<file path="src/rtl/cmpctl_pkg.sv">
package cmpctl_pkg;
  // ----------------------------------------------------------------
  // Register map, word indices on the register port.
  // ----------------------------------------------------------------
  localparam logic [3:0] ADDR_CONTROL_ZERO = 4'h0;
  localparam logic [3:0] ADDR_EDGE_IRQ_CONTROL = 4'h1;
  localparam logic [3:0] ADDR_NEGATIVE_INPUT_SELECT = 4'h2;
  localparam logic [3:0] ADDR_IRQ_STATUS = 4'h3;
  localparam logic [3:0] ADDR_IRQ_MASK = 4'h4;
  localparam logic [3:0] ADDR_SLEEP_CONTROL = 4'h5;

  // ----------------------------------------------------------------
  // Field positions.
  // ----------------------------------------------------------------
  localparam int BIT_ENABLE = 7;
  localparam int BIT_RESULT = 6;
  localparam int BIT_INVERT = 4;
  localparam int BIT_HYST = 1;
  localparam int BIT_SYNC = 0;
  localparam int BIT_RISE_EN = 1;
  localparam int BIT_FALL_EN = 0;
  localparam int BIT_FLAG = 0;
  localparam int BIT_SLEEP = 0;
  localparam int BIT_TIMER_SYSCLK = 1;
  localparam int CHAN_W = 3;

  // ----------------------------------------------------------------
  // Reset values.
  // ----------------------------------------------------------------
  localparam logic [7:0] RESET_BYTE = 8'h00;
  localparam logic [2:0] RESET_CHAN = 3'h0;
endpackage

</file>
<file path="src/rtl/cmpctl_top.sv">
// Local design decisions: strobed register access and the address map.
module cmpctl_top (
  // Clock and reset.
  input wire logic clock,
  input wire logic sys_rst,
  // Register port.
  input wire logic [3:0] reg_addr,
  input wire logic [7:0] reg_wdata,
  input wire logic reg_write,
  input wire logic reg_read,
  output logic [7:0] reg_rdata,
  // Analog core and timer.
  input wire logic raw_compare,
  input wire logic sync_timer_clock,
  output logic comparator_enable,
  output logic hysteresis_enable,
  output logic [2:0] negative_channel_select,
  output logic comparator_out,
  // Interrupt and wake.
  output logic irq,
  output logic wake_request
);
  // ----------------------------------------------------------------
  // State.
  // ----------------------------------------------------------------
  typedef struct packed {
    logic [2:0] raw_sync;
    logic [2:0] tclk_sync;
    logic raw_level;
    logic tclk_level;
    logic enable;
    logic invert;
    logic hyst;
    logic sync_mode;
    logic rise_en;
    logic fall_en;
    logic [2:0] chan;
    logic mask;
    logic sleeping;
    logic timer_sysclk;
    logic result;
    logic flag;
    logic [7:0] rdata;
    logic irq;
    logic wake;
  } cmpctl_state_t;

  cmpctl_state_t state;
  cmpctl_state_t next_state;
  logic raw_valid;
  logic tclk_rise;
  logic polar;
  logic sync_ok;
  logic rise_ev;
  logic fall_ev;
  logic flag_set;

  // Agreed comparator level, kept in the state beside its synchroniser.
  assign raw_valid = state.raw_level;

  // ----------------------------------------------------------------
  // Next state.
  // ----------------------------------------------------------------
  always_comb begin
    next_state = state;
    next_state.raw_sync = {state.raw_sync[1:0], raw_compare};
    next_state.tclk_sync = {state.tclk_sync[1:0], sync_timer_clock};
    // A pin change counts only once the second and third stages agree.
    if (state.raw_sync[1] == state.raw_sync[2]) begin
      next_state.raw_level = state.raw_sync[2];
    end
    if (state.tclk_sync[1] == state.tclk_sync[2]) begin
      next_state.tclk_level = state.tclk_sync[2];
    end
    // A timer clock edge is the agreed level going from low to high.
    tclk_rise = next_state.tclk_level & ~state.tclk_level;
    polar = raw_valid ^ state.invert;
    // The timer stops when it is clocked from the system clock in sleep.
    sync_ok = ~(state.sleeping & state.timer_sysclk);
    if (!state.sync_mode) begin
      next_state.result = polar;
    end else if (sync_ok && tclk_rise) begin
      next_state.result = polar;
    end
    if (!state.enable) begin
      next_state.result = 1'b0;
    end
    rise_ev = next_state.result & ~state.result & state.rise_en;
    fall_ev = ~next_state.result & state.result & state.fall_en;
    flag_set = rise_ev | fall_ev;
    next_state.rdata = cmpctl_pkg::RESET_BYTE;
    if (reg_read) begin
      case (reg_addr)
        cmpctl_pkg::ADDR_CONTROL_ZERO: begin
          next_state.rdata[cmpctl_pkg::BIT_ENABLE] = state.enable;
          next_state.rdata[cmpctl_pkg::BIT_RESULT] = state.result;
          next_state.rdata[cmpctl_pkg::BIT_INVERT] = state.invert;
          next_state.rdata[cmpctl_pkg::BIT_HYST] = state.hyst;
          next_state.rdata[cmpctl_pkg::BIT_SYNC] = state.sync_mode;
        end
        cmpctl_pkg::ADDR_EDGE_IRQ_CONTROL: begin
          next_state.rdata[cmpctl_pkg::BIT_RISE_EN] = state.rise_en;
          next_state.rdata[cmpctl_pkg::BIT_FALL_EN] = state.fall_en;
        end
        cmpctl_pkg::ADDR_NEGATIVE_INPUT_SELECT: begin
          next_state.rdata[cmpctl_pkg::CHAN_W-1:0] = state.chan;
        end
        cmpctl_pkg::ADDR_IRQ_STATUS: begin
          next_state.rdata[cmpctl_pkg::BIT_FLAG] = state.flag;
          next_state.flag = 1'b0;
        end
        cmpctl_pkg::ADDR_IRQ_MASK: begin
          next_state.rdata[cmpctl_pkg::BIT_FLAG] = state.mask;
        end
        cmpctl_pkg::ADDR_SLEEP_CONTROL: begin
          next_state.rdata[cmpctl_pkg::BIT_SLEEP] = state.sleeping;
          next_state.rdata[cmpctl_pkg::BIT_TIMER_SYSCLK] = state.timer_sysclk;
        end
        default: begin
          next_state.rdata = cmpctl_pkg::RESET_BYTE;
        end
      endcase
    end
    if (reg_write) begin
      case (reg_addr)
        cmpctl_pkg::ADDR_CONTROL_ZERO: begin
          next_state.enable = reg_wdata[cmpctl_pkg::BIT_ENABLE];
          next_state.invert = reg_wdata[cmpctl_pkg::BIT_INVERT];
          next_state.hyst = reg_wdata[cmpctl_pkg::BIT_HYST];
          next_state.sync_mode = reg_wdata[cmpctl_pkg::BIT_SYNC];
        end
        cmpctl_pkg::ADDR_EDGE_IRQ_CONTROL: begin
          next_state.rise_en = reg_wdata[cmpctl_pkg::BIT_RISE_EN];
          next_state.fall_en = reg_wdata[cmpctl_pkg::BIT_FALL_EN];
        end
        cmpctl_pkg::ADDR_NEGATIVE_INPUT_SELECT: begin
          next_state.chan = reg_wdata[cmpctl_pkg::CHAN_W-1:0];
        end
        cmpctl_pkg::ADDR_IRQ_MASK: begin
          next_state.mask = reg_wdata[cmpctl_pkg::BIT_FLAG];
        end
        cmpctl_pkg::ADDR_SLEEP_CONTROL: begin
          next_state.sleeping = reg_wdata[cmpctl_pkg::BIT_SLEEP];
          next_state.timer_sysclk = reg_wdata[cmpctl_pkg::BIT_TIMER_SYSCLK];
        end
        default: begin
          next_state.mask = state.mask;
        end
      endcase
    end
    // A new edge wins over a clearing read.
    if (flag_set) begin
      next_state.flag = 1'b1;
    end
    next_state.irq = next_state.flag & next_state.mask;
    // Interrupt wakes the part when enabled.
    next_state.wake = next_state.flag & next_state.mask & next_state.sleeping;
  end

  // Register the state; reset loads zeros.
  always_ff @(posedge clock) begin
    if (sys_rst) begin
      state <= '0;
    end else begin
      state <= next_state;
    end
  end

  // ----------------------------------------------------------------
  // Outputs.
  // ----------------------------------------------------------------
  assign reg_rdata = state.rdata;
  assign comparator_enable = state.enable;
  assign hysteresis_enable = state.hyst;
  assign negative_channel_select = state.chan;
  assign comparator_out = state.result;
  assign irq = state.irq;
  assign wake_request = state.wake;
endmodule

</file>
<file path="config.mk">
export PLATFORM = sky130hd
export DESIGN_NAME = cmpctl_top
export DESIGN_NICKNAME = d
export VERILOG_FILES = /design/src/rtl/cmpctl_pkg.sv /design/src/rtl/cmpctl_top.sv
export SDC_FILE = /design/constraint.sdc
export NUM_CORES = 1
export LEC_CHECK = 0
export BUFFER_PORTS_ARGS = -buffer_cell sky130_fd_sc_hd__buf_2
export CORE_MARGIN = 1.5
export CORE_UTILIZATION = 30
export DETAILED_ROUTE_END_ITERATION = 7
export GPL_TIMING_DRIVEN = 1
export SKIP_CTS_REPAIR_TIMING = 1
export SLEW_MARGIN = 20
export SYNTH_ARGS = -nofsm -noshare
export SYNTH_HDL_FRONTEND = slang
export SYNTH_SLANG_ARGS = --single-unit
</file>
<file path="constraint.sdc">
create_clock -name clock -period 2.25 [get_ports clock]
set_clock_uncertainty 0.2 [all_clocks]
set_input_delay 0.45 -clock clock [delete_from_list [all_inputs] [get_ports clock]]
set_output_delay 0.45 -clock clock [all_outputs]
set_load 0.02 [all_outputs]
</file>
## Word level (Yosys, flattened, before mapping)

Cells that the tools add are included.

| storage, ports and cells | value |
|---|---|
| register bits after elaboration | 32 |
| bits of input ports | 18 |

| operators by class | value |
|---|---|
| equal/unequal tests | 7 |
| multiplexer cells | 15 |
| bitwise operators | 17 |
| reductions and logical operators | 9 |

Operators with widths:

| operator | count |
|---|---|
| $mux 1 | 9 |
| $mux 9 | 1 |
| $and 1x1->1 | 8 |
| $eq 4x2->1 const B | 2 |
| $eq 4x3->1 const B | 2 |
| $reduce_and 2->1 | 4 |
| $not 1->1 | 7 |
| $pmux 1 s6 | 1 |
| $reduce_or 3->1 | 2 |
| $eq 4x1->1 const B | 1 |
| $logic_not 4->1 | 1 |
| $mux 2 | 2 |
| $pmux 1 s4 | 1 |
| $mux 3 | 1 |
| $eq 1x1->1 | 2 |
| $reduce_or 2->1 | 1 |
| $logic_and 1x1->1 | 1 |
| $or 1x1->1 | 1 |
| $xor 1x1->1 | 1 |

## Logic depth before layout (Yosys ltp)

| depth | value |
|---|---|
| depth in word-level cells | 14 |
| depth in mapped cells | 5 |
| depth with buffers taken out | 4 |

## Worst setup path before layout

No wires, ideal clock.

| timing path | value |
|---|---|
| path type | input port to flip-flop |
| start point | in reg_addr[1] |
| end point | reg state, in the netlist wake_request |
| data arrival time | 1.436 ns |
| required time | 1.918 ns |
| slack | 0.483 ns |
| cell stages on the path | 5 |
| path buffers | 1 |
| path through | buf_6 > nor3b_4 > and3_4 > mux2i_1 > nor4_2 |

| on the way | value |
|---|---|
| longest elaborated chain between the ends | 6 |
| elaborated cells on any way between the ends | 11 |
| those cells by class | eq/ne (3); mux (6); bitwise (2) |

Ends and longest elaborated chain:

| element | line | text |
|---|---|---|
| from (decl) | cmpctl_top.sv:7 | `input wire logic [3:0] reg_addr,` |
| $eq 4x2->1 | cmpctl_top.sv:93 | `case (reg_addr)` |
| $mux 1 | cmpctl_top.sv:93 |  |
| $mux 9 | cmpctl_top.sv:92 | `if (reg_read) begin` |
| $mux 1 | cmpctl_top.sv:152 | `if (flag_set) begin` |
| $and 1x1->1 | cmpctl_top.sv:157 | `next_state.wake = next_state.flag & next_state.mask & next_state.sleeping;` |
| $and 1x1->1 (*) | cmpctl_top.sv:157 |  |
| to (signal assigned) | cmpctl_top.sv:165 | `state <= next_state;` |
| to (decl) | cmpctl_top.sv:48 | `cmpctl_state_t state;` |

Every way passes the cells marked *; elsewhere a longest branch is shown, timed or not.
A chain may end at the register's enable or synchronous reset.

## Worst setup path after layout

| timing path | value |
|---|---|
| start point | in reg_addr[2] |
| end point | reg state[10] in the netlist's numbering |

| on the way | value |
|---|---|
| longest elaborated chain between the ends | 4 |

Ends and longest elaborated chain:

| element | line |
|---|---|
| $eq 4x2->1 | cmpctl_top.sv:93 |
| $mux 1 | cmpctl_top.sv:93 |
| $mux 9 | cmpctl_top.sv:92 |
| $mux 1 | cmpctl_top.sv:152 |

No other way between the ends.

==> summary.md <==
| Metric | Value |
|---|---|
| Status | `completed` |
| Core Area | `4029 um^2` |
| CTS clk-pin slew, worst paths | `60 ps` |
| Synth area leaders | `dfxtp_1 (47%), mux2i_1 (8.7%), buf_4 (7.1%), nand2_1 (3.8%), nor2_1 (3.8%)` |
| Drt pass-1 iters | `4` |
| Syn Area/Cell | `9.835 um^2` |
| Vias in the first global route | `between 800 and 900` |
| WL/cell | `12.39 um` |
| # IOs | `34` |
| Finish-stage setup viols | `0` |
| CP Launch Type | `input pin` |
| Post-synth EDFFs | `0` |
| Area share of the largest cell type after synthesis | `47.34%` |
| Worst Tran Pin Value | `approximately 570 ps` |
| CP Data Arrival Time | `approximately 1700 ps` |
| Worst-path fanout max | `9` |
| Hold Path Class | `in -> reg` |
| Register bit total from synthesis | `30` |
| Critical Path Sink Type | `flop` |
| Yosys warns | `0` |
| F_max | `586.2 MHz` |
| DIE WIDTH | `between 60 and 70 um` |
| Distinct cells, synth | `28` |
| Die H | `68.03 um` |
| Slew Viols, Final | `0` |
| Vias/cell | `around 4.7` |
| CTS Buffer Depth | `2` |
| WS Path Type | `in -> reg` |
| Cell count after synthesis | `129` |
| Tmin final | `1706 ps` |
| Largest net degree at the start of global routing | `25` |
| Post-synthesis sequential area ratio | `a little under half` |
| Share of cells above drive strength 1 | `29.41%` |
| Synth area leader | `dfxtp_1` |
| Most common cell after layout, fill and taps aside | `dfxtp_1` |
| Pwr Total | `approximately 1000 uW` |
| Slew HR | `around three fifths` |
| Worst Path Required | `roughly 2200 ps` |
| Starting Density | `about a third` |
| Util after Layout | `between 30 and 40%` |
| Ys flop type | `dfxtp_1` |
| Final-report hold violation count | `0` |
| Top Usage Layer GRT | `met2` |
| CTS buffer count | `5` |
| Initial antenna violation count | `0` |
| Met1 GRT Util | `between 10% and 20%` |
| Iter 0 DRT Violations | `between 70 and 80` |
| Ant diodes | `0` |
| Setup TNS | `0 ps` |
| H-tree Lvls | `2` |
| Placed cell count | `196` |
| Grt met2 use | `19.05%` |
| Die area | `4628 um^2` |
| ANT nets after route | `0` |
| GR Layer Usage met3 | `under 10%` |
| Syn-to-layout area delta | `14.79%` |
| Total track usage | `approximately 12%` |
| Max-Cap Viols | `0` |
| GPL Wtd Cong | `~0.77` |
| RSZ-0062 raised after global routing | `false` |
| Clock root buffer | `clkbuf_8` |
| Rows | `23` |
| Fin crit share | `around three quarters` |
| CTS tree | `done` |
| Clk_lat worst skew | `between 200 and 300 ps` |
| First-pass GRT wire length | `3.843 mm` |
| Commonest non-fill, non-tap cells in the layout | `dfxtp_1 (30), buf_2 (28), nor2_1 (13), nand2_1 (13), mux2i_1 (11)` |
| Port-buffer cells | `28` |
| PwrDens | `about 700 nW/um^2` |
| CTS Sinks | `30` |
| P_leak | `~0.62 nW` |
| Finished Layout Cells | `~200` |
| Routed WL | `roughly 2.5 mm` |
| Max IR drop VDD | `around 0.00021 V` |
| Ys async rst share | `0%` |
| Dpl hpwl | `between 1.5 and 2 mm` |
| Via count | `944` |
| DR DRC count | `0` |
| GRT Residual Overflow | `0` |
| Final net count | `around 170` |
| Mapped cell area | `between 1000 and 1500 um^2` |
[stage by stage]
step,hold WS (ps),setup slack (ps),area [um^2]
CTS,173.8,574.9,1456
global route,175.4,375.2,1456
floorplan,213.8,482.5,1272
detailed placement,226.4,295.4,1378
finish,180.8,544.1,1456
global placement,217.8,344.6,1378
[worst paths after layout]
path,startpoint,endpoint,slack (ps),cells after the start
worst max-delay path,reg_addr[2],state[10],540,5
worst min-delay path,raw_compare,next_state[30],180,2
worst max register to register,state[22],state[10],570,4
worst min register to register,next_state[27],next_state[28],240,1
[worst max-delay path: stages]
cell and delay (ps):
buf_2 160, nor2b_1 250, nand4b_1 160, a221oi_1 540
nor2_1 90
[routing by layer]
layer,part of all wire [%],vias to the layer above
li1,-,474
met1,44,428
met2,47,37
met3,6.7,5
met4,1.6,0
met5,0,-
[cell families after synthesis]
family	after synthesis	synth area share, %
other cells	1	0.2956
flops	30	47.34
simple gates	55	24.06
xor+xnor	1	0.6905
compound gates	13	6.213
mux	13	11.34
buf+inv	16	10.06
[registers in the layout (all words and copies together) (netlist names), 3 cells and up]
register                 count
negative_channel_select      3
next_state                   4
reg_rdata                    6
state                       11
[synth_stat cells (2+ instances only)]
library cell and n:
and2_1 4, nand2_1 13, nand4b_1 2, nand3b_1 2
a21oi_1 8, nor2b_1 7, nor4_1 2, o21ai_0 2
buf_6 3, buf_4 12, nor2_1 13, mux2i_1 11
nand3_1 6, dfxtp_1 30
[area by class of cell]
type	instances	area [um^2]
sequential	30	600.6
multi-input combinational	84	544.3
timing repair buffer	32	170.2
fill	443	2572
tap	50	62.56
clock inverter	2	10.01
clock buffer	5	68.82
[report_power, final]
part	leakage [nW]	switching (mW)	total, mW	internal [mW]
Combinational	0.338	0.0375	0.0644	0.0269
Sequential	0.243	0.00400	0.543	0.539
Clock	0.0438	0.185	0.392	0.207
No activity file was read; power rests on OpenSTA's default activity.
